`config.mk`:
```
export PLATFORM = sky130hd
export DESIGN_NAME = cpu_status_and_pointer_regs
export DESIGN_NICKNAME = d
export VERILOG_FILES = /design/src/rtl/cpu_status_pkg.sv /design/src/rtl/flag_bus_if.sv /design/src/rtl/alu_flag_unit.sv /design/src/rtl/cpu_status_and_pointer_regs.sv
export VERILOG_INCLUDE_DIRS = /design/src /design/src/rtl
export SDC_FILE = /design/constraint.sdc
export NUM_CORES = 1
export LEC_CHECK = 0
export BUFFER_PORTS_ARGS = -buffer_cell sky130_fd_sc_hd__buf_4
export CAP_MARGIN = 30
export CELL_PAD_IN_SITES_DETAIL_PLACEMENT = 2
export CELL_PAD_IN_SITES_GLOBAL_PLACEMENT = 2
export CORE_UTILIZATION = 29
export DETAILED_ROUTE_END_ITERATION = 8
export PLACE_DENSITY_LB_ADDON = 0.2
export SLEW_MARGIN = 10
export SYNTH_ARGS = -nofsm -noshare
export SYNTH_HDL_FRONTEND = slang
export SYNTH_HIERARCHICAL = 1
export SYNTH_SLANG_ARGS = --single-unit
```
`constraint.sdc`:
```
create_clock -name clk_i -period 10.7 [get_ports clk_i]
set_clock_uncertainty 0.15 [all_clocks]
set_input_delay 1.07 -clock clk_i [delete_from_list [all_inputs] [get_ports clk_i]]
set_output_delay 1.07 -clock clk_i [all_outputs]
set_load 0.03 [all_outputs]
```
`src/rtl/cpu_status_params.svh`:
```
// Constants for the core status and pointer registers.
// Assumes inclusion by bare name from the rtl folder.
`ifndef CPU_STATUS_PARAMS_SVH
`define CPU_STATUS_PARAMS_SVH
`define FLAG_CARRY_BIT      0
`define FLAG_AUX_BIT        1
`define FLAG_ZERO_BIT       2
`define FLAG_OVERFLOW_BIT   3
`define FLAG_POWER_DOWN_BIT 4
`define FLAG_TIMEOUT_BIT    5
`define PC_WIDTH            13
`define PC_LOW_WIDTH        8
`define PC_RESET            13'h0000
`define BYTE_ZERO           8'h00
`define NIBBLE_TOP          3
`define BYTE_TOP            7
`endif

```
`src/rtl/cpu_status_pkg.sv`:
```
// Types shared by the core status and pointer register files.
// Assumes the params header is included alongside.
package cpu_status_pkg;
    typedef enum logic [3:0] {
        ALU_NONE  = 4'h0,
        ALU_ADD   = 4'h1,
        ALU_ADC   = 4'h2,
        ALU_SUB   = 4'h3,
        ALU_SBC   = 4'h4,
        ALU_AND   = 4'h5,
        ALU_OR    = 4'h6,
        ALU_XOR   = 4'h7,
        ALU_RLC   = 4'h8,
        ALU_RRC   = 4'h9,
        ALU_INC   = 4'hA,
        ALU_DEC   = 4'hB
    } alu_op_e;

    typedef enum logic [1:0] {
        SEQ_RUN   = 2'h1,
        SEQ_DUMMY = 2'h2
    } seq_state_e;
endpackage : cpu_status_pkg

```
`src/rtl/flag_bus_if.sv`:
```
// Carries the ALU flag results from the flag unit to the register top.
// Assumes one clock domain; purely combinational signals.
`timescale 1ns/1ns
interface flag_bus_if;
    logic       carry;
    logic       aux_carry;
    logic       zero;
    logic       overflow;
    logic [7:0] result;
    modport producer (output carry, output aux_carry, output zero, output overflow,
                      output result);
    modport consumer (input carry, input aux_carry, input zero, input overflow,
                      input result);
endinterface : flag_bus_if

```
`src/rtl/alu_flag_unit.sv`:
```
// Eight-bit ALU that produces a result and the four arithmetic flags.
// Assumes operands are stable for the cycle in which the op is applied.
`timescale 1ns/1ns
`include "cpu_status_params.svh"
module alu_flag_unit (
    input  wire logic                   carry_in_i,
    input  wire cpu_status_pkg::alu_op_e op_i,
    input  wire logic [7:0]             operand_a_i,
    input  wire logic [7:0]             operand_b_i,
    flag_bus_if.producer                flags
);
    logic [8:0] sum;
    logic [4:0] low_sum;
    logic [7:0] low7_sum;
    logic [7:0] b_eff;
    logic       cin;

    always_comb begin
        b_eff    = operand_b_i;
        cin      = 1'b0;
        unique case (op_i)
            cpu_status_pkg::ALU_ADC: cin = carry_in_i;
            // Subtraction adds the complement; carry out set means no borrow.
            cpu_status_pkg::ALU_SUB: begin
                b_eff = ~operand_b_i;
                cin   = 1'b1;
            end
            cpu_status_pkg::ALU_SBC: begin
                b_eff = ~operand_b_i;
                cin   = carry_in_i;
            end
            cpu_status_pkg::ALU_INC: begin
                b_eff = `BYTE_ZERO;
                cin   = 1'b1;
            end
            cpu_status_pkg::ALU_DEC: b_eff = 8'hFF;
            default: ;
        endcase
        sum      = {1'b0, operand_a_i} + {1'b0, b_eff} + {8'h00, cin};
        low_sum  = {1'b0, operand_a_i[`NIBBLE_TOP:0]} + {1'b0, b_eff[`NIBBLE_TOP:0]}
                 + {4'h0, cin};
        low7_sum = {1'b0, operand_a_i[6:0]} + {1'b0, b_eff[6:0]} + {7'h00, cin};
        flags.result    = sum[7:0];
        flags.carry     = sum[8];                                  // [RQ8]
        flags.aux_carry = low_sum[4];                              // [RQ9]
        flags.overflow  = low7_sum[`BYTE_TOP] ^ sum[8];            // [RQ11]
        unique case (op_i)
            cpu_status_pkg::ALU_AND: flags.result = operand_a_i & operand_b_i;
            cpu_status_pkg::ALU_OR:  flags.result = operand_a_i | operand_b_i;
            cpu_status_pkg::ALU_XOR: flags.result = operand_a_i ^ operand_b_i;
            cpu_status_pkg::ALU_RLC: begin
                flags.result = {operand_a_i[6:0], carry_in_i};
                flags.carry  = operand_a_i[`BYTE_TOP];              // [RQ8]
            end
            cpu_status_pkg::ALU_RRC: begin
                flags.result = {carry_in_i, operand_a_i[7:1]};
                flags.carry  = operand_a_i[0];                      // [RQ8]
            end
            default: ;
        endcase
        flags.zero = (flags.result == `BYTE_ZERO);                  // [RQ10]
    end
endmodule : alu_flag_unit

```
`src/rtl/cpu_status_and_pointer_regs.sv`:
```
// Core special registers: low program counter, table pointers, table high byte
// and the status flags. Assumes the instruction decoder drives one-cycle
// strobes synchronous to clk_i and program memory answers in the same cycle.
// Overview of operation
// RQ1: Writing program_counter_low replaces only the low eight PC bits, staying in the page.
// RQ2: Such a jump inserts one dummy cycle before the target instruction runs.
// RQ3: The two table pointers form the table read address and may be changed like any register.
// RQ4: A table read puts the word's high byte in table_high_byte and hands out the low byte.
// RQ5: Status writes change only the arithmetic flags; the two system flags are read-only.
// RQ6: The watchdog time-out flag clears at power-up, watchdog clear or power down, sets on time-out.
// RQ7: The power-down flag clears at power-up or watchdog clear and sets on power down.
// RQ8: Carry follows addition carry, subtraction no-borrow and the rotated-out bit.
// RQ9: Aux carry follows carry out of the low nibble or no nibble borrow.
// RQ10: Zero is set exactly when the result is zero.
// RQ11: Overflow is carry into the top bit exclusive-or carry out of it.
// RQ12: Calls and interrupts push only the return address, never status.
// RQ13: Status bits 7 and 6 read zero; system flags reset to zero, arithmetic flags undefined.
`timescale 1ns/1ns
`include "cpu_status_params.svh"
module cpu_status_and_pointer_regs (
    input  wire logic                    clk_i,
    input  wire logic                    reset_i,
    input  wire logic                    pc_advance_i,
    input  wire logic                    pc_load_i,
    input  wire logic [12:0]             pc_load_value_i,
    input  wire logic                    page_jump_i,
    input  wire logic [7:0]              page_jump_byte_i,
    input  wire logic                    ptr_lo_we_i,
    input  wire logic                    ptr_hi_we_i,
    input  wire logic [7:0]              pointer_write_data_i,
    input  wire logic                    table_read_i,
    input  wire logic [15:0]             program_word_i,
    input  wire logic                    status_write_i,
    input  wire logic [7:0]              status_write_data_i,
    input  wire logic                    alu_update_i,
    input  wire cpu_status_pkg::alu_op_e alu_op_i,
    input  wire logic [7:0]              operand_a_i,
    input  wire logic [7:0]              operand_b_i,
    input  wire logic                    watchdog_clear_instruction_i,
    input  wire logic                    power_down_instruction_i,
    input  wire logic                    watchdog_timeout_i,
    output logic [12:0]                  program_counter_o,
    output logic [12:0]                  return_address_o,
    output logic                         dummy_cycle_o,
    output logic [15:0]                  table_address_o,
    output logic [7:0]                   table_low_byte_o,
    output logic                         table_low_valid_o,
    output logic [7:0]                   table_pointer_low_o,
    output logic [7:0]                   table_pointer_high_o,
    output logic [7:0]                   table_high_byte_o,
    output logic [7:0]                   alu_result_o,
    output logic [7:0]                   core_flags_o
);
    flag_bus_if fbus ();

    logic [12:0] program_counter;
    logic [12:0] next_program_counter;
    cpu_status_pkg::seq_state_e seq_state;
    cpu_status_pkg::seq_state_e next_seq_state;
    logic [7:0]  table_pointer_low;
    logic [7:0]  next_table_pointer_low;
    logic [7:0]  table_pointer_high;
    logic [7:0]  next_table_pointer_high;
    logic [7:0]  table_high_byte;
    logic [7:0]  next_table_high_byte;
    logic [7:0]  table_low_byte;
    logic [7:0]  next_table_low_byte;
    logic        table_low_valid;
    logic        next_table_low_valid;
    logic [7:0]  alu_result;
    logic [7:0]  next_alu_result;
    logic [3:0]  arith_flags;
    logic [3:0]  next_arith_flags;
    logic        watchdog_timeout_flag;
    logic        next_watchdog_timeout_flag;
    logic        power_down_flag;
    logic        next_power_down_flag;

    alu_flag_unit u_alu (
        .carry_in_i  (arith_flags[`FLAG_CARRY_BIT]),
        .op_i        (alu_op_i),
        .operand_a_i (operand_a_i),
        .operand_b_i (operand_b_i),
        .flags       (fbus)
    );

    // Program counter and dummy-cycle sequencer.
    always_comb begin
        next_program_counter = program_counter;
        next_seq_state       = seq_state;
        unique case (seq_state)
            cpu_status_pkg::SEQ_RUN: begin
                if (page_jump_i) begin
                    next_program_counter = {program_counter[`PC_WIDTH-1:`PC_LOW_WIDTH],
                                            page_jump_byte_i};          // [RQ1]
                    next_seq_state       = cpu_status_pkg::SEQ_DUMMY;   // [RQ2]
                end else if (pc_load_i) begin
                    next_program_counter = pc_load_value_i;
                end else if (pc_advance_i) begin
                    next_program_counter = program_counter + 13'h0001;
                end
            end
            // The pipeline refills here, so the counter holds for one cycle.
            cpu_status_pkg::SEQ_DUMMY: next_seq_state = cpu_status_pkg::SEQ_RUN; // [RQ2]
            default: next_seq_state = cpu_status_pkg::SEQ_RUN;
        endcase
    end

    always_ff @(posedge clk_i) begin
        if (reset_i) begin
            program_counter <= `PC_RESET;
            seq_state       <= cpu_status_pkg::SEQ_RUN;
        end else begin
            program_counter <= next_program_counter;
            seq_state       <= next_seq_state;
        end
    end

    // Table pointers and table read capture.
    always_comb begin
        next_table_pointer_low  = table_pointer_low;
        next_table_pointer_high = table_pointer_high;
        next_table_high_byte    = table_high_byte;
        next_table_low_byte     = table_low_byte;
        next_table_low_valid    = 1'b0;
        if (ptr_lo_we_i) begin
            next_table_pointer_low = pointer_write_data_i;              // [RQ3]
        end
        if (ptr_hi_we_i) begin
            next_table_pointer_high = pointer_write_data_i;             // [RQ3]
        end
        if (table_read_i) begin
            next_table_high_byte = program_word_i[15:8];                // [RQ4]
            next_table_low_byte  = program_word_i[7:0];                 // [RQ4]
            next_table_low_valid = 1'b1;
        end
    end

    always_ff @(posedge clk_i) begin
        if (reset_i) begin
            table_pointer_low  <= `BYTE_ZERO;
            table_pointer_high <= `BYTE_ZERO;
            table_high_byte    <= `BYTE_ZERO;
            table_low_byte     <= `BYTE_ZERO;
            table_low_valid    <= 1'b0;
        end else begin
            table_pointer_low  <= next_table_pointer_low;
            table_pointer_high <= next_table_pointer_high;
            table_high_byte    <= next_table_high_byte;
            table_low_byte     <= next_table_low_byte;
            table_low_valid    <= next_table_low_valid;
        end
    end

    // Status flags. An ALU update wins over a plain status write in the same
    // cycle for the flags its op updates, as the instruction result is the later effect.
    always_comb begin
        next_arith_flags           = arith_flags;
        next_alu_result            = alu_result;
        next_watchdog_timeout_flag = watchdog_timeout_flag;
        next_power_down_flag       = power_down_flag;
        if (status_write_i) begin
            next_arith_flags = status_write_data_i[`FLAG_OVERFLOW_BIT:0]; // [RQ5]
        end
        if (alu_update_i) begin
            next_alu_result = fbus.result;
            next_arith_flags[`FLAG_ZERO_BIT] = fbus.zero;                  // [RQ10]
            if (alu_op_i != cpu_status_pkg::ALU_AND && alu_op_i != cpu_status_pkg::ALU_OR
                && alu_op_i != cpu_status_pkg::ALU_XOR
                && alu_op_i != cpu_status_pkg::ALU_NONE
                && alu_op_i != cpu_status_pkg::ALU_INC
                && alu_op_i != cpu_status_pkg::ALU_DEC) begin
                next_arith_flags[`FLAG_CARRY_BIT] = fbus.carry;           // [RQ8]
            end
            if (alu_op_i == cpu_status_pkg::ALU_ADD || alu_op_i == cpu_status_pkg::ALU_ADC
                || alu_op_i == cpu_status_pkg::ALU_SUB
                || alu_op_i == cpu_status_pkg::ALU_SBC) begin
                next_arith_flags[`FLAG_AUX_BIT]      = fbus.aux_carry;     // [RQ9]
                next_arith_flags[`FLAG_OVERFLOW_BIT] = fbus.overflow;      // [RQ11]
            end
        end
        if (watchdog_clear_instruction_i || power_down_instruction_i) begin
            next_watchdog_timeout_flag = 1'b0;                            // [RQ6]
        end
        // A time-out in the same cycle as a clear is not lost.
        if (watchdog_timeout_i) begin
            next_watchdog_timeout_flag = 1'b1;                            // [RQ6]
        end
        if (watchdog_clear_instruction_i) begin
            next_power_down_flag = 1'b0;                                  // [RQ7]
        end else if (power_down_instruction_i) begin
            next_power_down_flag = 1'b1;                                  // [RQ7]
        end
    end

    // Arithmetic flags power up undefined, so they take no reset value.
    always_ff @(posedge clk_i) begin
        arith_flags <= next_arith_flags;                                  // [RQ13]
        alu_result  <= next_alu_result;
        if (reset_i) begin
            watchdog_timeout_flag <= 1'b0;                                // [RQ13]
            power_down_flag       <= 1'b0;                                // [RQ13]
        end else begin
            watchdog_timeout_flag <= next_watchdog_timeout_flag;
            power_down_flag       <= next_power_down_flag;
        end
    end

    assign program_counter_o    = program_counter;
    // Only the address is offered for the stack; status is never pushed.
    assign return_address_o     = program_counter;                         // [RQ12]
    assign dummy_cycle_o        = (seq_state == cpu_status_pkg::SEQ_DUMMY); // [RQ2]
    assign table_address_o      = {table_pointer_high, table_pointer_low};  // [RQ3]
    assign table_low_byte_o     = table_low_byte;
    assign table_low_valid_o    = table_low_valid;
    assign table_pointer_low_o  = table_pointer_low;
    assign table_pointer_high_o = table_pointer_high;
    assign table_high_byte_o    = table_high_byte;
    assign alu_result_o         = alu_result;
    assign core_flags_o         = {2'b00, watchdog_timeout_flag, power_down_flag,
                                   arith_flags};                           // [RQ13]
endmodule : cpu_status_and_pointer_regs

```
* Yosys cells after proc, flatten, opt, wreduce, memory -nomap -nowiden
Index checks and enable logic that the tools add are counted.
** Storage, ports and cells
- Register bits :: 62
- Input port bits :: 86
- Output and inout bits :: 92
- Word-level logic and storage cells :: 82
** Cells by class
- Add/sub/neg operators :: 7
- Equality and inequality tests :: 18
- Muxes and demuxes :: 15
- Bitwise operators :: 7
- Reductions and logical operators :: 22
** Operators with widths (number)
- $pmux W8 S5 :: 1
- $mux W13 :: 2
- $pmux W8 S3 :: 1
- $eq A4 B3 Y1 const B :: 4
- $eq A4 B4 Y1 const B :: 4
- $add A13 B1 Y13 const B :: 1
- $ne A4 B3 Y1 const B :: 3
- $reduce_or A2 Y1 :: 5
- $add A8 B8 Y9 :: 1
- $add A9 B1 Y9 :: 1
- $add A7 B7 Y8 :: 1
- $add A8 B1 Y8 :: 1
- $and A8 B8 Y8 :: 1
- $eq A4 B2 Y1 const B :: 2
- $logic_not A8 Y1 :: 1
- $mux W4 :: 2
- $mux W8 :: 1
- $ne A4 B4 Y1 const B :: 2
- $not A8 Y8 :: 1
- $or A8 B8 Y8 :: 1
- $xor A8 B8 Y8 :: 1
- $mux W1 :: 6
- $reduce_bool A2 Y1 :: 3
- $add A4 B4 Y5 :: 1
- other kinds (13) :: 22

* Longest topological paths before layout
Gate-level depths: netlist of run 1.
- Depth after elaboration :: 8
- Gate-level depth with buffers :: 18
- Depth with buffers taken out :: 16

* Hierarchy
The synthesis of run 1 kept the hierarchy.
** Modules (own cells, without submodules)
- cpu_status_and_pointer_regs :: instances 1, cells an instance 306, area each 2922.8 um2, sequential area each 1331.3 um2
- alu_flag_unit :: instances 1, cells an instance 202, area each 1356.3 um2, sequential area each 0.0 um2

* Worst setup path before layout of run 1
No wires, ideal clock.
- Path type :: input to register
- From :: input port alu_op_i[0]
- To :: register arith_flags[2], data pin
- Setup time :: 0.152 ns
- Data arrival time :: 4.246 ns
- Data required time :: 10.398 ns
- Setup slack :: 6.152 ns
- Stages on the path :: 18
- Path buffers :: 3
- Cell sequence :: buf_2 -> buf_2 -> clkbuf_1 -> o21ai_0 -> nand2_1 -> o211ai_1 -> a21oi_1 -> fa_1 -> inv_1 -> fa_1 -> a21o_1 -> a21o_1 -> xnor2_1 -> o211ai_1 -> or4b_4 -> nor4_2 -> nand2_1 -> o21ai_0
** On the way
- Longest elaborated chain between the ends :: 8
- Elaborated cells between the ends (all ways) :: 20
- Classes of those cells :: add/sub (2); eq/ne (10); mux (4); reduce/logical (4)
** RTL lines
- start: declaration :: line cpu_status_and_pointer_regs.sv:36 : input wire cpu_status_pkg::alu_op_e alu_op_i,
- $eq A4 B2 Y1 or $eq A4 B3 Y1 (tied branches) :: line alu_flag_unit.sv:21 : unique case (op_i)
- $reduce_or A2 Y1 (no line)
- $pmux W8 S3 :: line alu_flag_unit.sv:21
- $add A8 B8 Y9 :: line alu_flag_unit.sv:39 : sum = {1'b0, operand_a_i} + {1'b0, b_eff} + {8'h00, cin};
- $add A9 B1 Y9 :: line alu_flag_unit.sv:39
- $pmux W8 S5 (*) :: line alu_flag_unit.sv:47 : unique case (op_i)
- net fbus.result[4] :: line flag_bus_if.sv:9 : logic [7:0] result;
- $logic_not A8 Y1 (no line) (*)
- net fbus.zero :: line flag_bus_if.sv:7 : logic zero;
- $mux W4 (*) :: line cpu_status_and_pointer_regs.sv:165 : if (alu_update_i) begin
- net next_arith_flags[2] :: line cpu_status_and_pointer_regs.sv:73 : logic [3:0] next_arith_flags;
- end signal: assignment :: line cpu_status_and_pointer_regs.sv:198 : arith_flags <= next_arith_flags;
- end: declaration :: line cpu_status_and_pointer_regs.sv:72 : logic [3:0] arith_flags;
Mark *: on every way through the listed nets, which the timed path passes. The rest lies on a longest branch.
A chain may end at the register's enable or synchronous reset.

* Final worst setup path of run 1
Same ends and word-level chain as after synthesis.

==> results.json, run 1 <==
{
  "timing_max_transition_violations_final": 0,
  "clock_insertion_delay_worst_skew_ns": 0.33,
  "post_synth_mux_area_share_pct": 10.1,
  "gp_routability_congestion": 0.842,
  "clkPwrFrac_pct": 35.2,
  "drc": 0,
  "syn_to_final_growth_pct": 34.1,
  "crit_cells": 14,
  "avgViaCountPerCell": 5.17,
  "status": "finished, final reports clean",
  "average_wire_per_standard_cell_um": 19.1,
  "number_of_antenna_cells_inserted": 0,
  "path_cells": "buf_4 -> nor2_1 -> a21o_1 -> and2_1 -> a21oi_1 -> fa_1 -> a21o_1 -> a21o_1 -> xnor2_1 -> o211ai_1 -> or4b_4 -> nor4_2 -> nand2_1 -> o21ai_0",
  "grt_residual_overflow": 0,
  "seq_cells_post_synth": 62,
  "synthCells": 508,
  "comb_power_share_pct": 31.5,
  "worst-slew-pin-transition_ns": 0.565,
  "met3RoutedLength_um": 811,
  "post_synth_fa_ha_maj_area_fraction_pct": 7.95,
  "critical_path_startpoint": "alu_op_i[0]",
  "critical_path_peak_fanout": 35,
  "highest_routing_layer_actually_used": "met4",
  "yosysTopAreaCellShare_pct": 24.8,
  "cp-endpoint": "arith_flags[2]",
  "synth.cell_area_um2": 4280,
  "met2RoutedLength_mm": 8.06,
  "cell_type_contributing_the_most_total_cell_area_after_synthesis": "sky130_fd_sc_hd__dfxtp_1",
  "synth_compound_gate_area_share_pct": 20.3,
  "ys.warnings.count": 6,
  "yosysUniqueCellTypes": 70,
  "achievable-frequency_mhz": 212,
  "drt_wl_total_mm": 15.7,
  "rr_endpoint": "arith_flags[2]",
  "critPathSlowestCell": "sky130_fd_sc_hd__or4b_4",
  "antenna_violating_nets_post_route": 0,
  "synthArstFlopShare_pct": 0,
  "design.final.nets": 748,
  "number_of_h_tree_levels": 3,
  "worst_r2r_path_depth": 14,
  "power.switching_w": 0.000288,
  "clkSinkCount": 62,
  "bufs_on_longest_clock_path": 2,
  "n_fill_cell": 1641,
  "grt_max_degree": 51,
  "m1WireLength_mm": 6.67,
  "combinational_family_with_the_most_area_after_synthesis": "compound AO/OA/AOI/OAI gates",
  "critical-path-top-delay-family": "simple AND/OR/NAND/NOR gates",
  "final_layout_size_suffix_gt1_share_pct": 31.4,
  "row_count": 44,
  "setup.worst_path.class": "input port to flip-flop",
  "drv_cap": 0,
  "antenna_found_initial": 0,
  "setup_viol": 0,
  "clock-root-buffer": "sky130_fd_sc_hd__clkbuf_16",
  "yosys.area_share.simple_pct": 18.0,
  "cts_setup_buffers": 0,
  "worstPathBufferInverterCount": 1,
  "synth-edff-count": 9,
  "layout_worst_path_cycle_share_pct": 44.0,
  "pwr-share-seq_pct": 33.3,
  "synthesis.area_per_instance_um2": 8.42,
  "synth_most_common_cell": "sky130_fd_sc_hd__nor2_1",
  "boundaryPins": 178,
  "route.vias.total": 4268,
  "hold_ws_ns": 0.359,
  "power_switching_share_pct": 34.6,
  "wire_length_of_the_first_global_routing_pass_mm": 24.1,
  "worst_ep_required_time_ns": 10.72,
  "internal_power_w": 0.000545,
  "crit_top_cell": "sky130_fd_sc_hd__a21o_1",
  "critical_path.reg2reg.startpoint": "arith_flags[0]",
  "drt_iter0_markers": 145,
  "peak_per_stage_delay_on_the_critical_path_ns": 0.57,
  "finalSetupTns_ns": 0,
  "final.min_clock_period_ns": 4.71,
  "ir_worst_vdd_mv": 0.0654,
  "die-area_um2": 15200,
  "data_arrival_time_of_the_worst_path_ns": 4.73,
  "placed_wire_length_estimate_mm": 12.2,
  "post_synth_most_frequent_cells": "sky130_fd_sc_hd__nor2_1 (54), sky130_fd_sc_hd__dfxtp_1 (53), sky130_fd_sc_hd__a21oi_1 (41), sky130_fd_sc_hd__mux2i_1 (41), sky130_fd_sc_hd__buf_4 (33)",
  "grt_setup_unrepaired": "no",
  "synth.yosys.seq_area_share_pct": 31.1,
  "start_kind": "input port",
  "cts-buffers-inserted": 9,
  "tritoncts": "done",
  "post_cts_hold_buffer_count": 0,
  "postcts_resize_cnt": 0,
  "setup.reg_to_reg.worst_slack_ns": 7.12,
  "firstDrtPassIters": 4,
  "report.final.hold_viol_count": 0,
  "core_area_um2": 14500,
  "cp_endpoint_kind": "flip-flop",
  "post_synth_xor_area_fraction_pct": 1.43,
  "worst_setup_hold_path_clk_slew_ns": 0.06,
  "initial_util_pct": 29.6,
  "fp.dieH_um": 123,
  "grt_usage_pct": 20.6,
  "power_density_nw_per_um2": 145,
  "hold_start": "table_high_byte_o[6]",
  "grt_pass1_vias": 4488,
  "hold_path.class": "flip-flop to flip-flop",
  "p_leak_nw": 2.70,
  "post_synth_main_area_contributors": "sky130_fd_sc_hd__dfxtp_1 (25%), sky130_fd_sc_hd__mux2i_1 (9.6%), sky130_fd_sc_hd__ha_1 (7.0%), sky130_fd_sc_hd__edfxtp_1 (6.3%), sky130_fd_sc_hd__buf_4 (5.8%)",
  "synthFlopType": "sky130_fd_sc_hd__dfxtp_1",
  "slew-limit-headroom_pct": 62.3,
  "die_x_um": 123,
  "port_buffers": 171
}
-- power by group through the flow --
stage                     sequential (W)  clock (W)  combinational, W
final                           0.000277   0.000293          0.000263
after global routing            0.000280   0.000310          0.000283
after CTS                       0.000278   0.000299          0.000266
after detailed placement        0.000283          0          0.000264
after global placement          0.000281          0          0.000256
after floorplan                 0.000316          0          0.000131
-- through the flow --
stage               setup slack (ns)  instance area (um2)  std cells  utilization, %  power, W
finish                          5.99                 5740        825            39.6  0.000833
global route                    5.68                 5740        825            39.6  0.000874
CTS                             5.95                 5740        825            39.6  0.000843
detailed placement              5.62                 5440        809            37.6  0.000546
global placement                5.73                 5440        809            37.6  0.000537
floorplan                       6.15                 4280        509               -  0.000447
-- worst min-delay path by stage --
stage          cells after the start                    to
2_1_floorplan                      2       power_down_flag
3_3_place_gp                       2  table_high_byte_o[4]
3_5_place_dp                       2  table_high_byte_o[6]
4_1_cts                            2  table_high_byte_o[6]
5_1_grt                            2   table_low_byte_o[3]
6_report                           2  table_high_byte_o[6]
-- worst reg2reg max path: stages, from the launching register on --
cell and delay [ns]:
sky130_fd_sc_hd__dfxtp_1 0.48, sky130_fd_sc_hd__and3_1 0.21, sky130_fd_sc_hd__a21oi_1 0.04, sky130_fd_sc_hd__o22a_1 0.23
sky130_fd_sc_hd__fa_1 0.42, sky130_fd_sc_hd__inv_1 0.09, sky130_fd_sc_hd__fa_1 0.22, sky130_fd_sc_hd__a21o_1 0.17
sky130_fd_sc_hd__a21o_1 0.21, sky130_fd_sc_hd__xnor2_1 0.14, sky130_fd_sc_hd__o211ai_1 0.12, sky130_fd_sc_hd__or4b_4 0.57
sky130_fd_sc_hd__nor4_2 0.23, sky130_fd_sc_hd__nand2_1 0.07, sky130_fd_sc_hd__o21ai_0 0.07
-- logic make-up (layout without fill, tap and decap cells) --
| family | Yosys count | count (layout) |
|---|---|---|
| DFF | 62 | 62 |
| other | 1 | 2 |
| buffers and inverters | 85 | 217 |
| and+or+nand+nor | 153 | 153 |
| muxes | 43 | 43 |
| AOI/OAI and AO/OA | 131 | 131 |
| xor gates and xnor gates | 7 | 7 |
| adders and majority gates | 26 | 26 |
-- state kept, by name, indices dropped and copies added, names as in the netlist --
register / flops
table_pointer_low_o: 8
seq_state: 2
alu_result_o: 8
power_down_flag: 1
arith_flags: 4
table_high_byte_o: 8
table_pointer_high_o: 8
table_low_byte_o: 8
watchdog_timeout_flag: 1
table_low_valid_o: 1
program_counter_o: 13
-- cells in the final DEF (no fill, tap or decap), types with 7 or more instances in the layout --
cell | synthesis | routed
sky130_fd_sc_hd__a21oi_1 | 41 | 41
sky130_fd_sc_hd__a22oi_1 | 8 | 8
sky130_fd_sc_hd__and3_1 | 7 | 7
sky130_fd_sc_hd__buf_4 | 33 | 171
sky130_fd_sc_hd__clkbuf_16 | 0 | 9
sky130_fd_sc_hd__dfxtp_1 | 53 | 53
sky130_fd_sc_hd__edfxtp_1 | 9 | 9
sky130_fd_sc_hd__ha_1 | 24 | 24
sky130_fd_sc_hd__inv_1 | 29 | 29
sky130_fd_sc_hd__mux2i_1 | 41 | 41
sky130_fd_sc_hd__nand2_1 | 29 | 29
sky130_fd_sc_hd__nand2b_1 | 8 | 8
sky130_fd_sc_hd__nand3_1 | 9 | 9
sky130_fd_sc_hd__nor2_1 | 54 | 54
sky130_fd_sc_hd__nor2b_1 | 8 | 8
sky130_fd_sc_hd__nor3_1 | 11 | 11
sky130_fd_sc_hd__o21ai_0 | 20 | 20
sky130_fd_sc_hd__o22ai_1 | 7 | 7
-- final cells by class --
| type | count | area [um2] | share of cell area (%) |
|---|---|---|---|
| clock inverters | 7 | 71.3 | 1.24 |
| inverters | 30 | 113 | 1.96 |
| multi-input cells | 362 | 2480 | 43.3 |
| clock buffers | 9 | 225 | 3.92 |
| flip-flops and latches | 62 | 1330 | 23.2 |
| repair buffers | 171 | 1280 | 22.4 |
| well taps | 184 | 230 | 4.01 |
-- routing by layer --
metal	GRT usage (%)	up-vias
li1	-	2036
met1	24.4	2104
met2	37.4	116
met3	3.69	12
met4	5.95	0
met5	0	-
(Power assumes the default switching activity.)
==> run 2: changes to the inputs <==
--- a/config.mk
+++ b/config.mk
@@ -10,7 +10,7 @@
 export CAP_MARGIN = 30
 export CELL_PAD_IN_SITES_DETAIL_PLACEMENT = 2
 export CELL_PAD_IN_SITES_GLOBAL_PLACEMENT = 2
-export CORE_UTILIZATION = 29
+export CORE_UTILIZATION = 27
 export DETAILED_ROUTE_END_ITERATION = 8
 export PLACE_DENSITY_LB_ADDON = 0.2
 export SLEW_MARGIN = 10
==> constraint.sdc (replaced) <==
create_clock -name clk_i -period 4.5 [get_ports clk_i]
set_clock_uncertainty 0.15 [all_clocks]
set_input_delay 0.45 -clock clk_i [delete_from_list [all_inputs] [get_ports clk_i]]
set_output_delay 0.45 -clock clk_i [all_outputs]
set_load 0.03 [all_outputs]
==> results.json, run 2 (synthesized netlist as in run 1, its figures left out) <==
{
  "status": "finished, final reports clean",
  "gp_routability_congestion": 0.837,
  "antenna_violating_nets_post_route": 0,
  "final.min_clock_period_ns": 3.82,
  "peak_per_stage_delay_on_the_critical_path_ns": 0.56,
  "clock-root-buffer": "sky130_fd_sc_hd__clkbuf_16",
  "setup_viol": 0,
  "row_count": 45,
  "data_arrival_time_of_the_worst_path_ns": 3.84,
  "ir_worst_vdd_mv": 0.131,
  "route.vias.total": 4201,
  "worstPathBufferInverterCount": 2,
  "place_worst_setup_slack_ns": 0.335,
  "boundaryPins": 178,
  "start_kind": "input port",
  "grt_pass1_vias": 4516,
  "finalSetupTns_ns": 0,
  "p_leak_nw": 2.71,
  "post_cts_hold_buffer_count": 0,
  "clkSinkCount": 62,
  "tritoncts": "done",
  "final_layout_size_suffix_gt1_share_pct": 31.7,
  "layout_worst_path_cycle_share_pct": 84.8,
  "worst_setup_hold_path_clk_slew_ns": 0.06,
  "average_wire_per_standard_cell_um": 17.8,
  "flip_flop_count_of_the_largest_register_after_layout": 13,
  "syn_to_final_growth_pct": 35.1,
  "drt_iter0_markers": 104,
  "port_buffers": 171,
  "die-area_um2": 16400,
  "design.final.nets": 751,
  "path_cells": "buf_4 -> nor2_1 -> o211ai_1 -> a21oi_1 -> fa_1 -> inv_1 -> fa_1 -> a21o_1 -> a21o_1 -> xnor2_1 -> o211ai_1 -> or4b_4 -> nor4_2 -> nand2_1 -> o21ai_0",
  "fp.dieH_um": 128,
  "postcts_resize_cnt": 0,
  "worst_r2r_path_depth": 14,
  "achievable-frequency_mhz": 262,
  "report.final.hold_viol_count": 0,
  "worst_ep_required_time_ns": 4.52,
  "clock_insertion_delay_worst_skew_ns": 0.33,
  "placed_wire_length_estimate_mm": 12.2,
  "drt_wl_total_mm": 15.2,
  "cts-buffers-inserted": 9,
  "core_area_um2": 15300,
  "worst-slew-pin-transition_ns": 0.556,
  "setup_slack_ns": 0.684,
  "cts_setup_buffers": 0,
  "bufs_on_longest_clock_path": 2,
  "grt_residual_overflow": 0,
  "setup.worst_path.class": "input port to flip-flop",
  "dp.cells": 839,
  "avgViaCountPerCell": 4.91,
  "firstDrtPassIters": 4,
  "hold_path.class": "input port to flip-flop",
  "slew-limit-headroom_pct": 62.8,
  "power_density_nw_per_um2": 334,
  "critical_path_peak_fanout": 35,
  "timing_max_transition_violations_final": 0,
  "die_x_um": 128,
  "critical-path-top-delay-family": "simple AND/OR/NAND/NOR gates",
  "number_of_h_tree_levels": 3,
  "antenna_found_initial": 0,
  "fin_cells": 855,
  "mostFrequentLayoutCell": "sky130_fd_sc_hd__buf_4",
  "drc": 0,
  "hold_ws_ns": 0.143,
  "worst_hold_path.num_cells": 2,
  "number_of_antenna_cells_inserted": 0,
  "grt_usage_pct": 18.8,
  "critPathSlowestCell": "sky130_fd_sc_hd__or4b_4",
  "initial_util_pct": 27.9,
  "wire_length_of_the_first_global_routing_pass_mm": 24.1,
  "grt_setup_unrepaired": "no",
  "cp_endpoint_kind": "flip-flop",
  "drv_cap": 0,
  "grt_max_degree": 51,
  "most-common-layout-cells": "sky130_fd_sc_hd__buf_4 (174), sky130_fd_sc_hd__nor2_1 (54), sky130_fd_sc_hd__dfxtp_1 (53)",
  "report.power.total_w": 0.00193,
  "crit_cells": 15
}
[run 2: area by class of cell]
| class | instances | area (um2) |
|---|---|---|
| Fill cell | 1752 | 9530 |
| Multi-Input combinational cell | 362 | 2480 |
| Sequential cell | 62 | 1330 |
| Timing Repair Buffer | 174 | 1310 |
| Tap cell | 211 | 264 |
| Clock buffer | 10 | 239 |
| Inverter | 30 | 113 |
| Clock inverter | 6 | 46.3 |
[run 2: routing by layer]
metal / wire length (um) / track usage [%] / share of wire, %
met4: 167 / 5.67 / 1.1
met5: 0 / 0 / 0
met1: 6620 / 22.6 / 44
met2: 7760 / 34.6 / 51
met3: 652 / 2.42 / 4.3
[run 2: through the flow]
step                      util (%)  cell area [um2]
after floorplan                  -             4280
after global placement        35.9             5500
after detailed placement      35.9             5500
after CTS                     37.8             5780
after global routing          37.8             5780
final                         37.8             5780
[run 2: worst paths after layout]
check	start	endpoint	slack [ns]
max reg2reg	arith_flags[0]	arith_flags[2]	0.97
min reg2reg	table_high_byte_o[3]	table_high_byte_o[3]	0.35
min	watchdog_clear_instruction_i	power_down_flag	0.14
max	alu_op_i[0]	arith_flags[2]	0.68
[run 2: power breakdown]
| part | switching [W] | internal (W) |
|---|---|---|
| Combinational | 0.000370 | 0.000252 |
| Sequential | 0.0000421 | 0.000616 |
| Clock | 0.000261 | 0.000390 |
| Total | 0.000674 | 0.00126 |
==> run 3: changes to the inputs <==
--- a/config.mk
+++ b/config.mk
@@ -10,7 +10,7 @@
 export CAP_MARGIN = 30
 export CELL_PAD_IN_SITES_DETAIL_PLACEMENT = 2
 export CELL_PAD_IN_SITES_GLOBAL_PLACEMENT = 2
-export CORE_UTILIZATION = 27
+export CORE_UTILIZATION = 24
 export DETAILED_ROUTE_END_ITERATION = 8
 export PLACE_DENSITY_LB_ADDON = 0.2
 export SLEW_MARGIN = 10
==> constraint.sdc (replaced) <==
create_clock -name clk_i -period 3.3 [get_ports clk_i]
set_clock_uncertainty 0.15 [all_clocks]
set_input_delay 0.33 -clock clk_i [delete_from_list [all_inputs] [get_ports clk_i]]
set_output_delay 0.33 -clock clk_i [all_outputs]
set_load 0.03 [all_outputs]
==> results.json, run 3 (synthesized netlist as in run 1, its figures left out) <==
{
  "flip_flop_count_of_the_largest_register_after_layout": 13,
  "dp.cells": 894,
  "firstDrtPassIters": 4,
  "antenna_violating_nets_post_route": 0,
  "mostFrequentLayoutCell": "sky130_fd_sc_hd__buf_4",
  "clkPwrFrac_pct": 34.7,
  "core_area_um2": 17400,
  "data_arrival_time_of_the_worst_path_ns": 3.26,
  "timing_max_transition_violations_final": 0,
  "setup_viol": 0,
  "hold_path.class": "input port to flip-flop",
  "clock_insertion_delay_worst_skew_ns": 0.32,
  "drc": 0,
  "gr-usage-met3_pct": 2.51,
  "slew-limit-headroom_pct": 53.8,
  "tritoncts": "done",
  "number_of_antenna_cells_inserted": 0,
  "average_wire_per_standard_cell_um": 18.0,
  "path_cells": "and3_4 -> a21oi_2 -> o22a_1 -> fa_2 -> inv_1 -> fa_2 -> a21o_1 -> a221oi_2 -> xnor2_1 -> a22oi_1 -> a2111o_1 -> nor4_2 -> nand2_1 -> o21ai_0",
  "status": "finished, final reports clean",
  "cts-buffers-inserted": 9,
  "most-common-layout-cells": "sky130_fd_sc_hd__buf_4 (216), sky130_fd_sc_hd__nor2_1 (53), sky130_fd_sc_hd__dfxtp_1 (52)",
  "worst_ep_required_time_ns": 3.31,
  "clkSinkCount": 62,
  "wire_length_of_the_first_global_routing_pass_mm": 25.8,
  "cp_endpoint_kind": "flip-flop",
  "fp.dieH_um": 136,
  "die_x_um": 136,
  "avgViaCountPerCell": 4.83,
  "groute.layer.met1.usage_pct": 21.8,
  "worst_setup_hold_path_clk_slew_ns": 0.05,
  "grt_max_degree": 51,
  "port_buffers": 171,
  "route.vias.total": 4396,
  "grt_residual_overflow": 0,
  "grt_usage_pct": 18.1,
  "layout_worst_path_cycle_share_pct": 98.4,
  "die-area_um2": 18400,
  "use_met2_pct": 33.0,
  "ir_worst_vdd_mv": 0.222,
  "fin_cells": 911,
  "drv_cap": 0,
  "drt_iter0_markers": 114,
  "achievable-frequency_mhz": 308,
  "power_density_nw_per_um2": 458,
  "grt.busiest_layer": "met2",
  "comb_power_share_pct": 33.6,
  "boundaryPins": 178,
  "crit_top_cell": "sky130_fd_sc_hd__fa_2",
  "bufs_on_longest_clock_path": 2,
  "power.switching_w": 0.000934,
  "setup.worst_path.class": "flip-flop to flip-flop",
  "start_kind": "flip-flop",
  "final.min_clock_period_ns": 3.25,
  "placed_wire_length_estimate_mm": 13.1,
  "clock-root-buffer": "sky130_fd_sc_hd__clkbuf_16",
  "number_of_h_tree_levels": 3,
  "grt_pass1_vias": 4756,
  "syn_to_final_growth_pct": 45.0,
  "row_count": 48,
  "post_cts_hold_buffer_count": 0,
  "gp_routability_congestion": 0.825,
  "design.final.nets": 794,
  "peak_per_stage_delay_on_the_critical_path_ns": 0.36,
  "antenna_found_initial": 0,
  "worst-slew-pin-transition_ns": 0.691,
  "pwr-share-seq_pct": 31.7,
  "drt_wl_total_mm": 16.4,
  "critPathSlowestCell": "sky130_fd_sc_hd__dfxtp_4",
  "final_layout_size_suffix_gt1_share_pct": 37.3,
  "grt_setup_unrepaired": "yes",
  "critical_path_peak_fanout": 5,
  "initial_util_pct": 24.7,
  "report.final.hold_viol_count": 0,
  "internal_power_w": 0.00191,
  "power_switching_share_pct": 32.8,
  "hold_ws_ns": 0.0420,
  "p_leak_nw": 2.94
}
-- run 3: critical path: cells and delay by family, from the launching register on --
kind | cells | cell delay, ns
flip-flops | 1 | 0.36
buffers and inverters | 1 | 0.06
XOR/XNOR | 1 | 0.17
AND/OR/NAND/NOR | 3 | 0.45
adder cells (fa/ha/maj) | 2 | 0.57
AO/OA/AOI/OAI | 7 | 1.31
-- run 3: stage by stage --
stage | setup slack, ns | setup TNS [ns] | area, um2 | utilization (%) | total power [W]
5_1_grt | -0.182 | -0.182 | 6200 | 35.7 | 0.00300
4_1_cts | 0.0174 | 0 | 6200 | 35.7 | 0.00289
6_report | 0.0532 | 0 | 6200 | 35.7 | 0.00284
3_3_place_gp | -0.210 | -0.210 | 5860 | 33.8 | 0.00184
3_5_place_dp | -0.359 | -0.459 | 5860 | 33.8 | 0.00187
2_1_floorplan | -0.0274 | -0.0274 | 4340 | - | 0.00146
-- run 3: final cells by class --
type | instances | area (um2)
clock buffer | 11 | 264
multi-input combinational | 362 | 2520
fill | 1956 | 11200
sequential | 62 | 1340
clock inverter | 4 | 52.6
tap | 225 | 282
timing repair buffer | 217 | 1640
inverter | 30 | 113
-- run 3: timing repair --
item / 4_1_cts / 5_1_grt
setup endpoints to repair: 1 / 1
gates resized for setup: 4 / 0
setup buffers: 2 / 0
pin swaps: 8 / 3
-- run 3: worst paths after layout --
| path | start | endpoint | slack, ns | cells after the start |
|---|---|---|---|---|
| setup / recovery | arith_flags[0] | arith_flags[2] | 0.05 | 14 |
| hold / removal | watchdog_clear_instruction_i | power_down_flag | 0.04 | 2 |
| setup reg to reg | arith_flags[0] | arith_flags[2] | 0.05 | 14 |
| hold reg to reg | table_high_byte_o[4] | table_high_byte_o[4] | 0.35 | 2 |
-- run 3: layer usage --
metal | share of wire (%) | vias to the layer above
met5 | 0 | -
met4 | 1.4 | 0
met3 | 4.4 | 18
met2 | 51 | 119
li1 | - | 2125
met1 | 43 | 2134
-- run 3: power groups by stage --
stage / sequential [W] / clock, W / combinational, W
2_1_floorplan: 0.00103 / 0 / 0.000436
3_3_place_gp: 0.000911 / 0 / 0.000931
3_5_place_dp: 0.000916 / 0 / 0.000954
4_1_cts: 0.000902 / 0.00102 / 0.000968
5_1_grt: 0.000911 / 0.00105 / 0.00103
6_report: 0.000900 / 0.000987 / 0.000957
